[src/hw/osd_regs.vh]
`ifndef OSD_REGS_VH
`define OSD_REGS_VH

// opcode escape range start
`define OSD_OPC_EXT_MIN 8'hFC
// specifier fields
`define OSD_SPEC_MODE 7:4
`define OSD_SPEC_REG 3:0
// addressing modes
`define OSD_MODE_REG 4'h5
`define OSD_MODE_DEFER 4'h6
`define OSD_MODE_AUTODEC 4'h7
`define OSD_MODE_AUTOINC 4'h8
`define OSD_MODE_AINCDEF 4'h9
// special register numbers
`define OSD_REG_PC 4'hF
`define OSD_REG_SP 4'hE
// access types
`define OSD_ACC_READ 3'h0
`define OSD_ACC_WRITE 3'h1
`define OSD_ACC_MODIFY 3'h2
`define OSD_ACC_ADDR 3'h3
`define OSD_ACC_VFIELD 3'h4
`define OSD_ACC_BRANCH 3'h5
// data type classes
`define OSD_DT_BYTE 3'h0
`define OSD_DT_WORD 3'h1
`define OSD_DT_LONG 3'h2
`define OSD_DT_QUAD 3'h3
`define OSD_DT_OCTA 3'h4
// float types share the integer class codes
`define OSD_DT_FFLOAT `OSD_DT_LONG
`define OSD_DT_DFLOAT `OSD_DT_QUAD
`define OSD_DT_GFLOAT `OSD_DT_QUAD
`define OSD_DT_HFLOAT `OSD_DT_OCTA
// operand sizes in bytes
`define OSD_SZ_BYTE 5'h01
`define OSD_SZ_WORD 5'h02
`define OSD_SZ_LONG 5'h04
`define OSD_SZ_QUAD 5'h08
`define OSD_SZ_OCTA 5'h10
// pointer size for deferred autoincrement
`define OSD_PTR_SIZE 5'h04
`endif

[src/hw/osd_decoder.v]
`include "osd_regs.vh"

module osd_decoder (
  input wire core_clk,
  input wire reset_n,
  input wire ibValid,
  input wire [7:0] ibByte,
  output reg ibReady_r,
  input wire specValid,
  input wire [2:0] specAccess,
  input wire [2:0] specType,
  input wire nextInsn,
  output reg specReady_r,
  input wire memRdValid,
  input wire [127:0] memRdData,
  output reg memRdReq_r,
  output reg [31:0] memAddr_r,
  output reg [2:0] memSize_r,
  input wire regWe,
  input wire [3:0] regWIdx,
  input wire [31:0] regWData,
  input wire [3:0] regRIdx,
  output reg [31:0] regRData_r,
  output reg opcValid_r,
  output reg [15:0] opcode_r,
  output reg opcLong_r,
  output reg resValid_r,
  output reg [127:0] resData_r,
  output reg [31:0] resAddr_r,
  output reg resAddrOk_r,
  output reg resInReg_r,
  output reg [3:0] resRegIdx_r,
  output reg resBranch_r,
  output reg fault_r,
  output reg unsup_r
);

  ////////////////////////////////////////////////////////////////////////
  // states, one-hot
  localparam [6:0] S_OPC = 7'h01;
  localparam [6:0] S_OPC2 = 7'h02;
  localparam [6:0] S_CTX = 7'h04;
  localparam [6:0] S_SPEC = 7'h08;
  localparam [6:0] S_EXT = 7'h10;
  localparam [6:0] S_PTR = 7'h20;
  localparam [6:0] S_MEM = 7'h40;

  reg [6:0] state_r; // decoder state
  reg [31:0] regs [0:15]; // general registers, 15 is the counter
  reg [2:0] acc_r; // access type of current specifier
  reg [2:0] dt_r; // data type class of current specifier
  reg [3:0] mode_r; // mode of current specifier
  reg [127:0] extBuf_r; // collected extension bytes, little endian
  reg [4:0] extCnt_r; // extension bytes taken so far
  reg [4:0] extLen_r; // extension bytes expected
  reg [31:0] oa_r; // operand address while reading memory
  integer i;

  ////////////////////////////////////////////////////////////////////////
  // helpers

  // operand size per data type class
  function [4:0] sizeOf;
    input [2:0] dt;
    begin
      case (dt)
        `OSD_DT_BYTE: sizeOf = `OSD_SZ_BYTE;
        `OSD_DT_WORD: sizeOf = `OSD_SZ_WORD;
        `OSD_DT_LONG: sizeOf = `OSD_SZ_LONG;
        `OSD_DT_QUAD: sizeOf = `OSD_SZ_QUAD;
        `OSD_DT_OCTA: sizeOf = `OSD_SZ_OCTA;
        default: sizeOf = `OSD_SZ_LONG;
      endcase
    end
  endfunction

  // register n+k, wrapping at 16 like the hardware index does
  function [31:0] rdo;
    input [3:0] n;
    input [3:0] k;
    reg [4:0] t;
    begin
      t = {1'b0, n} + {1'b0, k};
      rdo = regs[t[3:0]];
    end
  endfunction

  wire take = ibValid & ibReady_r; // a stream byte moves this edge
  wire [3:0] specMode = ibByte[`OSD_SPEC_MODE];
  wire [3:0] specReg = ibByte[`OSD_SPEC_REG];
  wire [4:0] szNow = sizeOf(dt_r);
  wire [31:0] rn = regs[specReg]; // register n as addressed
  wire [31:0] rnInc = rn + {27'h0000000, szNow};
  wire [31:0] rnDec = rn - {27'h0000000, szNow};
  wire [31:0] rnPtr = rn + {27'h0000000, `OSD_PTR_SIZE};
  wire [6:0] extBase = {extCnt_r[3:0], 3'b000};
  wire [127:0] extFull = extBuf_r | ({120'h0, ibByte} << extBase);
  wire extLast = (extCnt_r + 5'h01) == extLen_r;

  ////////////////////////////////////////////////////////////////////////
  // state change keeps the registered handshakes in step with it
  task goTo;
    input [6:0] s;
    begin
      state_r <= s;
      ibReady_r <= (s == S_OPC) | (s == S_OPC2) | (s == S_SPEC) | (s == S_EXT);
      specReady_r <= (s == S_CTX);
    end
  endtask

  // hand out an operand address, reading memory where data is needed
  task finishAddr;
    input [31:0] a;
    begin
      if (acc_r == `OSD_ACC_READ || acc_r == `OSD_ACC_MODIFY) begin
        // plain read, no lock held toward the later write-back
        memAddr_r <= a;
        memSize_r <= dt_r;
        memRdReq_r <= 1'b1;
        oa_r <= a;
        goTo(S_MEM);
      end else begin
        // address, bit field base and write deliver the address
        resValid_r <= 1'b1;
        resAddr_r <= a;
        resAddrOk_r <= 1'b1;
        resData_r <= (acc_r == `OSD_ACC_WRITE) ? 128'h0 : {96'h0, a};
        goTo(S_CTX);
      end
    end
  endtask

  ////////////////////////////////////////////////////////////////////////
  // main sequencer and register file
  always @(posedge core_clk) begin
    if (!reset_n) begin
      state_r <= S_OPC;
      ibReady_r <= 1'b1;
      specReady_r <= 1'b0;
      memRdReq_r <= 1'b0;
      memAddr_r <= 32'h00000000;
      memSize_r <= 3'h0;
      regRData_r <= 32'h00000000;
      opcValid_r <= 1'b0;
      opcode_r <= 16'h0000;
      opcLong_r <= 1'b0;
      resValid_r <= 1'b0;
      resData_r <= 128'h0;
      resAddr_r <= 32'h00000000;
      resAddrOk_r <= 1'b0;
      resInReg_r <= 1'b0;
      resRegIdx_r <= 4'h0;
      resBranch_r <= 1'b0;
      fault_r <= 1'b0;
      unsup_r <= 1'b0;
      acc_r <= 3'h0;
      dt_r <= 3'h0;
      mode_r <= 4'h0;
      extBuf_r <= 128'h0;
      extCnt_r <= 5'h00;
      extLen_r <= 5'h00;
      oa_r <= 32'h00000000;
      for (i = 0; i < 16; i = i + 1) begin
        regs[i] <= 32'h00000000;
      end
    end else begin
      // one-cycle pulses drop by default
      opcValid_r <= 1'b0;
      resValid_r <= 1'b0;
      fault_r <= 1'b0;
      unsup_r <= 1'b0;
      regRData_r <= regs[regRIdx];
      // execution unit write first, so decoder updates win on a clash
      if (regWe) begin
        regs[regWIdx] <= regWData;
      end
      // every stream byte advances the counter, except autodecrement on register 15, whose later write wins
      if (take) begin
        regs[`OSD_REG_PC] <= regs[`OSD_REG_PC] + 32'h00000001;
      end
      case (state_r)
        S_OPC: begin
          if (take) begin
            opcode_r <= {8'h00, ibByte};
            if (ibByte >= `OSD_OPC_EXT_MIN) begin
              goTo(S_OPC2);
            end else begin
              opcValid_r <= 1'b1;
              opcLong_r <= 1'b0;
              goTo(S_CTX);
            end
          end
        end
        S_OPC2: begin
          if (take) begin
            opcode_r[15:8] <= ibByte;
            opcValid_r <= 1'b1;
            opcLong_r <= 1'b1;
            goTo(S_CTX);
          end
        end
        S_CTX: begin
          // instruction end wins over a pending specifier
          if (nextInsn) begin
            goTo(S_OPC);
          end else if (specValid) begin
            acc_r <= specAccess;
            dt_r <= specType;
            goTo(S_SPEC);
          end
        end
        S_SPEC: begin
          if (take) begin
            mode_r <= specMode;
            resInReg_r <= 1'b0;
            resBranch_r <= 1'b0;
            resRegIdx_r <= specReg;
            if (acc_r == `OSD_ACC_BRANCH) begin
              // no operand, the bytes are the displacement
              extBuf_r <= {120'h0, ibByte};
              if (dt_r == `OSD_DT_BYTE) begin
                resValid_r <= 1'b1;
                resBranch_r <= 1'b1;
                resAddrOk_r <= 1'b0;
                resData_r <= {120'h0, ibByte};
                goTo(S_CTX);
              end else begin
                extCnt_r <= 5'h01;
                extLen_r <= szNow;
                goTo(S_EXT);
              end
            end else begin
              case (specMode)
                `OSD_MODE_REG: begin
                  if (acc_r == `OSD_ACC_ADDR) begin
                    fault_r <= 1'b1;
                    goTo(S_CTX);
                  end else begin
                    resValid_r <= 1'b1;
                    resInReg_r <= 1'b1;
                    resAddrOk_r <= 1'b0;
                    if (acc_r == `OSD_ACC_VFIELD) begin
                      // field sits in n or in n+1 above n
                      resData_r <= {64'h0, rdo(specReg, 4'h1), rn};
                    end else if (dt_r == `OSD_DT_QUAD) begin
                      resData_r <= {64'h0, rdo(specReg, 4'h1), rn};
                    end else if (dt_r == `OSD_DT_OCTA) begin
                      resData_r <= {rdo(specReg, 4'h3), rdo(specReg, 4'h2), rdo(specReg, 4'h1), rn};
                    end else begin
                      resData_r <= {96'h0, rn};
                    end
                    goTo(S_CTX);
                  end
                end
                `OSD_MODE_DEFER: begin
                  finishAddr(rn);
                end
                `OSD_MODE_AUTOINC: begin
                  if (specReg == `OSD_REG_PC) begin
                    // immediate data follows in the stream
                    extBuf_r <= 128'h0;
                    extCnt_r <= 5'h00;
                    extLen_r <= szNow;
                    goTo(S_EXT);
                  end else begin
                    regs[specReg] <= rnInc;
                    finishAddr(rn);
                  end
                end
                `OSD_MODE_AINCDEF: begin
                  if (specReg == `OSD_REG_PC) begin
                    // absolute address follows in the stream
                    extBuf_r <= 128'h0;
                    extCnt_r <= 5'h00;
                    extLen_r <= `OSD_PTR_SIZE;
                    goTo(S_EXT);
                  end else begin
                    regs[specReg] <= rnPtr;
                    memAddr_r <= rn;
                    memSize_r <= `OSD_DT_LONG;
                    memRdReq_r <= 1'b1;
                    goTo(S_PTR);
                  end
                end
                `OSD_MODE_AUTODEC: begin
                  regs[specReg] <= rnDec;
                  finishAddr(rnDec);
                end
                default: begin
                  // literal, displacement and index are decoded elsewhere
                  unsup_r <= 1'b1;
                  goTo(S_CTX);
                end
              endcase
            end
          end
        end
        S_EXT: begin
          if (take) begin
            extBuf_r <= extFull;
            extCnt_r <= extCnt_r + 5'h01;
            if (extLast) begin
              if (acc_r == `OSD_ACC_BRANCH) begin
                resValid_r <= 1'b1;
                resBranch_r <= 1'b1;
                resAddrOk_r <= 1'b0;
                resData_r <= extFull;
                goTo(S_CTX);
              end else if (mode_r == `OSD_MODE_AUTOINC) begin
                // immediate operand straight from the stream
                resValid_r <= 1'b1;
                resAddrOk_r <= 1'b0;
                resData_r <= extFull;
                goTo(S_CTX);
              end else begin
                finishAddr(extFull[31:0]);
              end
            end
          end
        end
        S_PTR: begin
          // pointer word becomes the operand address
          if (memRdValid) begin
            memRdReq_r <= 1'b0;
            finishAddr(memRdData[31:0]);
          end
        end
        S_MEM: begin
          if (memRdValid) begin
            memRdReq_r <= 1'b0;
            resValid_r <= 1'b1;
            resAddr_r <= oa_r;
            resAddrOk_r <= 1'b1;
            resData_r <= memRdData;
            goTo(S_CTX);
          end
        end
        default: begin
          goTo(S_OPC);
        end
      endcase
    end
  end

endmodule

[config.mk]
export PLATFORM = sky130hd
export DESIGN_NAME = osd_decoder
export DESIGN_NICKNAME = d
export VERILOG_FILES = /design/src/hw/osd_decoder.v
export VERILOG_INCLUDE_DIRS = /design/src /design/src/hw
export SDC_FILE = /design/constraint.sdc
export NUM_CORES = 2
export LEC_CHECK = 0
export BUFFER_PORTS_ARGS = -buffer_cell sky130_fd_sc_hd__buf_2
export CAP_MARGIN = 10
export CELL_PAD_IN_SITES_DETAIL_PLACEMENT = 0
export CELL_PAD_IN_SITES_GLOBAL_PLACEMENT = 1
export CORE_MARGIN = 10
export CORE_UTILIZATION = 25
export DETAILED_ROUTE_END_ITERATION = 16
export PLACE_DENSITY = 0.48
export SYNTH_ARGS = -nofsm -noshare
export SYNTH_HDL_FRONTEND = slang
export SYNTH_SLANG_ARGS = --single-unit
[constraint.sdc]
create_clock -name core_clk -period 16.6 [get_ports core_clk]
set_input_delay 1.66 -clock core_clk [delete_from_list [all_inputs] [get_ports core_clk]]
set_output_delay 1.66 -clock core_clk [all_outputs]
set_load 0.02 [all_outputs]
==> impl.org <==
** Run status
- The run finished with clean final reports.

** Die
- Starting utilization of the core area :: 0.252
- The core region is 0.252 mm^2.
- From left edge to right edge, the die measures 523 um.
- The initialized floorplan defines 184 standard-cell rows.
- DIE AREA :: 0.274 mm^2
- Vert. Die Dim :: 523 um
- IO Count :: 447

** Finish
- Summing all multi-input logic gate instances after layout gives 0.0369 mm^2.
- Number of non-filler instances in the completed layout :: 9,647
- At the end of the flow, the number of nets in the layout was 6,388.
- Fill count :: 26,045
- Fraction of layout cells with a size suffix above 1 :: 0.267
- The area growth from synthesis to layout is 16.5%.
- Across the whole layout, storage elements account for 0.0243 mm^2.

** Logic synthesis
- Area share of the largest cell type after synthesis :: 0.243
- Share of synthesized flip-flops with an asynchronous set or reset :: 0
- For this run, the register share of the synthesized area comes to 0.383.
- Synthesis produced 6,055 cells.
- In this run the cell area of the synthesized design comes to 0.0633 mm^2.
- Each instance of the synthesized netlist takes up on average 10.5 um^2.
- In this run, synthesis inferred 512 flip-flops with an integrated enable.
- The Yosys step of the flow raised 0 warnings.
- After synthesis, the netlist uses 92 different library cells.
- Synthesis inferred 957 register bits.
- Biggest area consumer among synthesized cells :: sky130_fd_sc_hd__edfxtp_1
- Commonest cells post-synth :: sky130_fd_sc_hd__nand2_1, sky130_fd_sc_hd__mux4_2, sky130_fd_sc_hd__nor2_1, sky130_fd_sc_hd__edfxtp_1, sky130_fd_sc_hd__o21ai_0
- Most used flip-flop cell after synthesis :: sky130_fd_sc_hd__edfxtp_1
- Ranked by total cell area, the synthesized netlist is headed by sky130_fd_sc_hd__edfxtp_1, sky130_fd_sc_hd__mux4_2, sky130_fd_sc_hd__dfxtp_1, sky130_fd_sc_hd__nand2_1, sky130_fd_sc_hd__o21ai_0.
- sky130_fd_sc_hd__nand2_1 is the most common cell in the netlist.
- Counting every net in the synthesized netlist gives 6,266.

** Clocking
- Total clock buffers created by CTS :: 130
- # H-tree levels :: 4
- Number of gates resized after cts :: 0
- CTS tree :: done
- Cell at the root of the clock tree :: sky130_fd_sc_hd__clkbuf_16
- The longest clock path from root to sink contains 3 buffers.
- Post-CTS Hold Buffers :: 0
- The number of setup buffers added after CTS is 0.
- Clock-pin transition on the worst setup and hold timing paths :: 60 ps
- Latest clock arrival within the worst-skew pair :: 830 ps
- Clock Sink Count :: 957

** Worst setup path
- Class of the most critical setup path :: input pin to register
- Along the worst path, the maximum fanout reaches 81.
- Required @ worst endpoint :: 17,100 ps
- STA classifies the critical path endpoint as a register.
- The worst setup path is launched from an input pin.
- Data on the critical path arrives at its endpoint at 9380 ps.

** Drt
- In this run the remaining antenna-violating nets after routing total 0.
- WL/cell :: 37.3 um
- Routed signal wires occupy layers up through met5.
- First-iteration detailed-routing DRC count :: 7,812
- In the routed design, unresolved DRC markers number 0.
- The first detailed-routing pass took 6 iterations.
- Vias per inst :: 5.99
- Met2 wirelength from detailed routing :: 159,000 um
- For this block, wires on met1 add up to 143,000 um.
- Number of vias after detailed routing :: 57,767
- Routed wire length :: 360,000 um
- Wire segments on met3 add up to 39,100 um in the final route.

** Place
- In this run, placement finished with an instance count of 9,388.
- At the end of routability-driven placement, the weighted congestion stood at 0.880.
- Summed over all nets, the half-perimeter wirelength after detailed placement is 237,000 um.
- Before CTS, the worst setup slack after placement is 6910 ps.
- Input and output buffers added on the ports amount to 446.

** Global routing
- Global-route wire length before repair :: 487,000 um
- Global route total overflow :: 0
- Initial antenna violation count :: 65
- Pin count of the biggest net entering global routing :: 196
- Number of global-route vias before repair :: 55,139
- Total global routing track utilization :: 0.252

** STA
- At the pin with the least slew margin, the transition time is 1250 ps.
- Final Hold Violating Endpoints :: 0
- In the final timing run, aggregate negative setup slack is 0 ps.
- Fin crit share :: 0.535
- Crit path setup slack, layout :: 7720 ps
- In this run the tightest slew margin relative to its limit is 0.160.
- Clock Skew :: 45.5 ps
- The final max-slew violation count is 0.
- Finish-stage setup viols :: 0
- Unrepaired setup endpoints after global routing :: no
- The worst path in the final design needs a cycle of 8880 ps, including I/O delays and setup.
- Based on the critical path, the design can be clocked at up to 0.113 GHz.

** Power and ir drop
- The completed layout was analyzed and its total power is 7360 uW.
- Cell Pwr Density :: 99.7 mW/mm^2
- Peak VDD IR :: 117 uV
- For this design the static power due to leakage is 0.0243 uW.

** Hold path
- Class of the tightest hold or removal check :: register to register

** Run
- Number of max-cap violations :: 0
## placed cells by master (no fill, tap or decap), drive strengths merged, types with 10 or more instances in the layout
cell / count
xnor2: 52
nor3b: 11
o22ai: 55
and3: 18
diode: 14
a31oi: 72
o211ai: 10
buf: 642
inv: 27
nor2b: 51
a211oi: 189
dfxtp: 445
a22oi: 34
ha: 20
nand2b: 16
nand3b: 10
a41oi: 11
bufinv: 10
nand3: 119
xor2: 56
clkbuf: 180
nand4: 26
nor3: 71
a221oi: 117
nor2: 544
o21ai: 655
edfxtp: 512
a21oi: 485
nand2: 726
nor4: 25
clkinv: 43
mux2i: 166
and2: 62
mux4: 677
or3: 14
## registers in the layout, indices dropped and copies added, names as in the netlist, 3 cells and up
register	flops
regs	512
extBuf_r	128
resData_r	128
memAddr_r	32
oa_r	32
regRData_r	32
resAddr_r	32
opcode_r	16
state_r	7
extCnt_r	5
extLen_r	5
mode_r	4
resRegIdx_r	4
acc_r	3
dt_r	3
memSize_r	3
## routing by layer
| metal | global-route usage | vias to the layer above |
|---|---|---|
| li1 | - | 23664 |
| met3 | 0.0801 | 754 |
| met2 | 0.387 | 3651 |
| met5 | 0 | - |
| met1 | 0.323 | 29652 |
| met4 | 0.117 | 46 |
## kinds of logic after synthesis
kind of cell / Yosys count / synth area share
xor+xnor: 108 / 0.0151
simple gates: 1733 / 0.122
fa+ha+maj: 22 / 0.00458
flops: 957 / 0.383
mux: 843 / 0.267
compound gates: 1717 / 0.162
buf+inv: 675 / 0.0455
## power breakdown
group          internal, uW  switching, uW
sequential             2610            158
combinational           578           1040
clock                  1720           1250
## critical path, stage by stage
cell and delay, ps:
sky130_fd_sc_hd__buf_8 580, sky130_fd_sc_hd__buf_4 790, sky130_fd_sc_hd__buf_4 770, sky130_fd_sc_hd__mux4_2 590, sky130_fd_sc_hd__mux4_2 550, sky130_fd_sc_hd__inv_1 110, sky130_fd_sc_hd__ha_1 150, sky130_fd_sc_hd__inv_1 60
sky130_fd_sc_hd__fa_1 490, sky130_fd_sc_hd__a21oi_1 240, sky130_fd_sc_hd__o21ai_0 180, sky130_fd_sc_hd__a221oi_1 280, sky130_fd_sc_hd__nand4_2 290, sky130_fd_sc_hd__nor3_4 560, sky130_fd_sc_hd__nand3_4 270, sky130_fd_sc_hd__nor2_1 260
sky130_fd_sc_hd__a2bb2oi_1 120, sky130_fd_sc_hd__xor2_1 950, sky130_fd_sc_hd__o21ai_0 230
## worst paths after layout
path                                  start           end  slack [ps]  cells past startpoint
worst min-delay path            opcode_r[2]   opcode_r[2]         450                      2
worst max-delay path              ibByte[0]   regs[2][28]        7720                     19
worst min register to register  opcode_r[2]   opcode_r[2]         450                      2
worst max register to register  regs[15][2]  regs[14][19]       10210                     13
## layout make-up
cell class              count  area share
multi-input cells        4423       0.501
flip-flops and latches    957       0.329
well taps                3348      0.0568
repair buffers            644      0.0519
clock buffers             178      0.0496
clock inverters            62      0.0101
inverters                  21     0.00127
diodes                     14    0.000475
## through the flow
step / hold slack, ps / area (um^2) / utilization
finish: 450 / 73800 / 0.293
global route: 470 / 73700 / 0.293
CTS: 456 / 73700 / 0.293
detailed placement: 448 / 69300 / 0.275
global placement: 441 / 69300 / 0.275
floorplan: 432 / 63300 / -
Power figures use the tool's default switching activity.
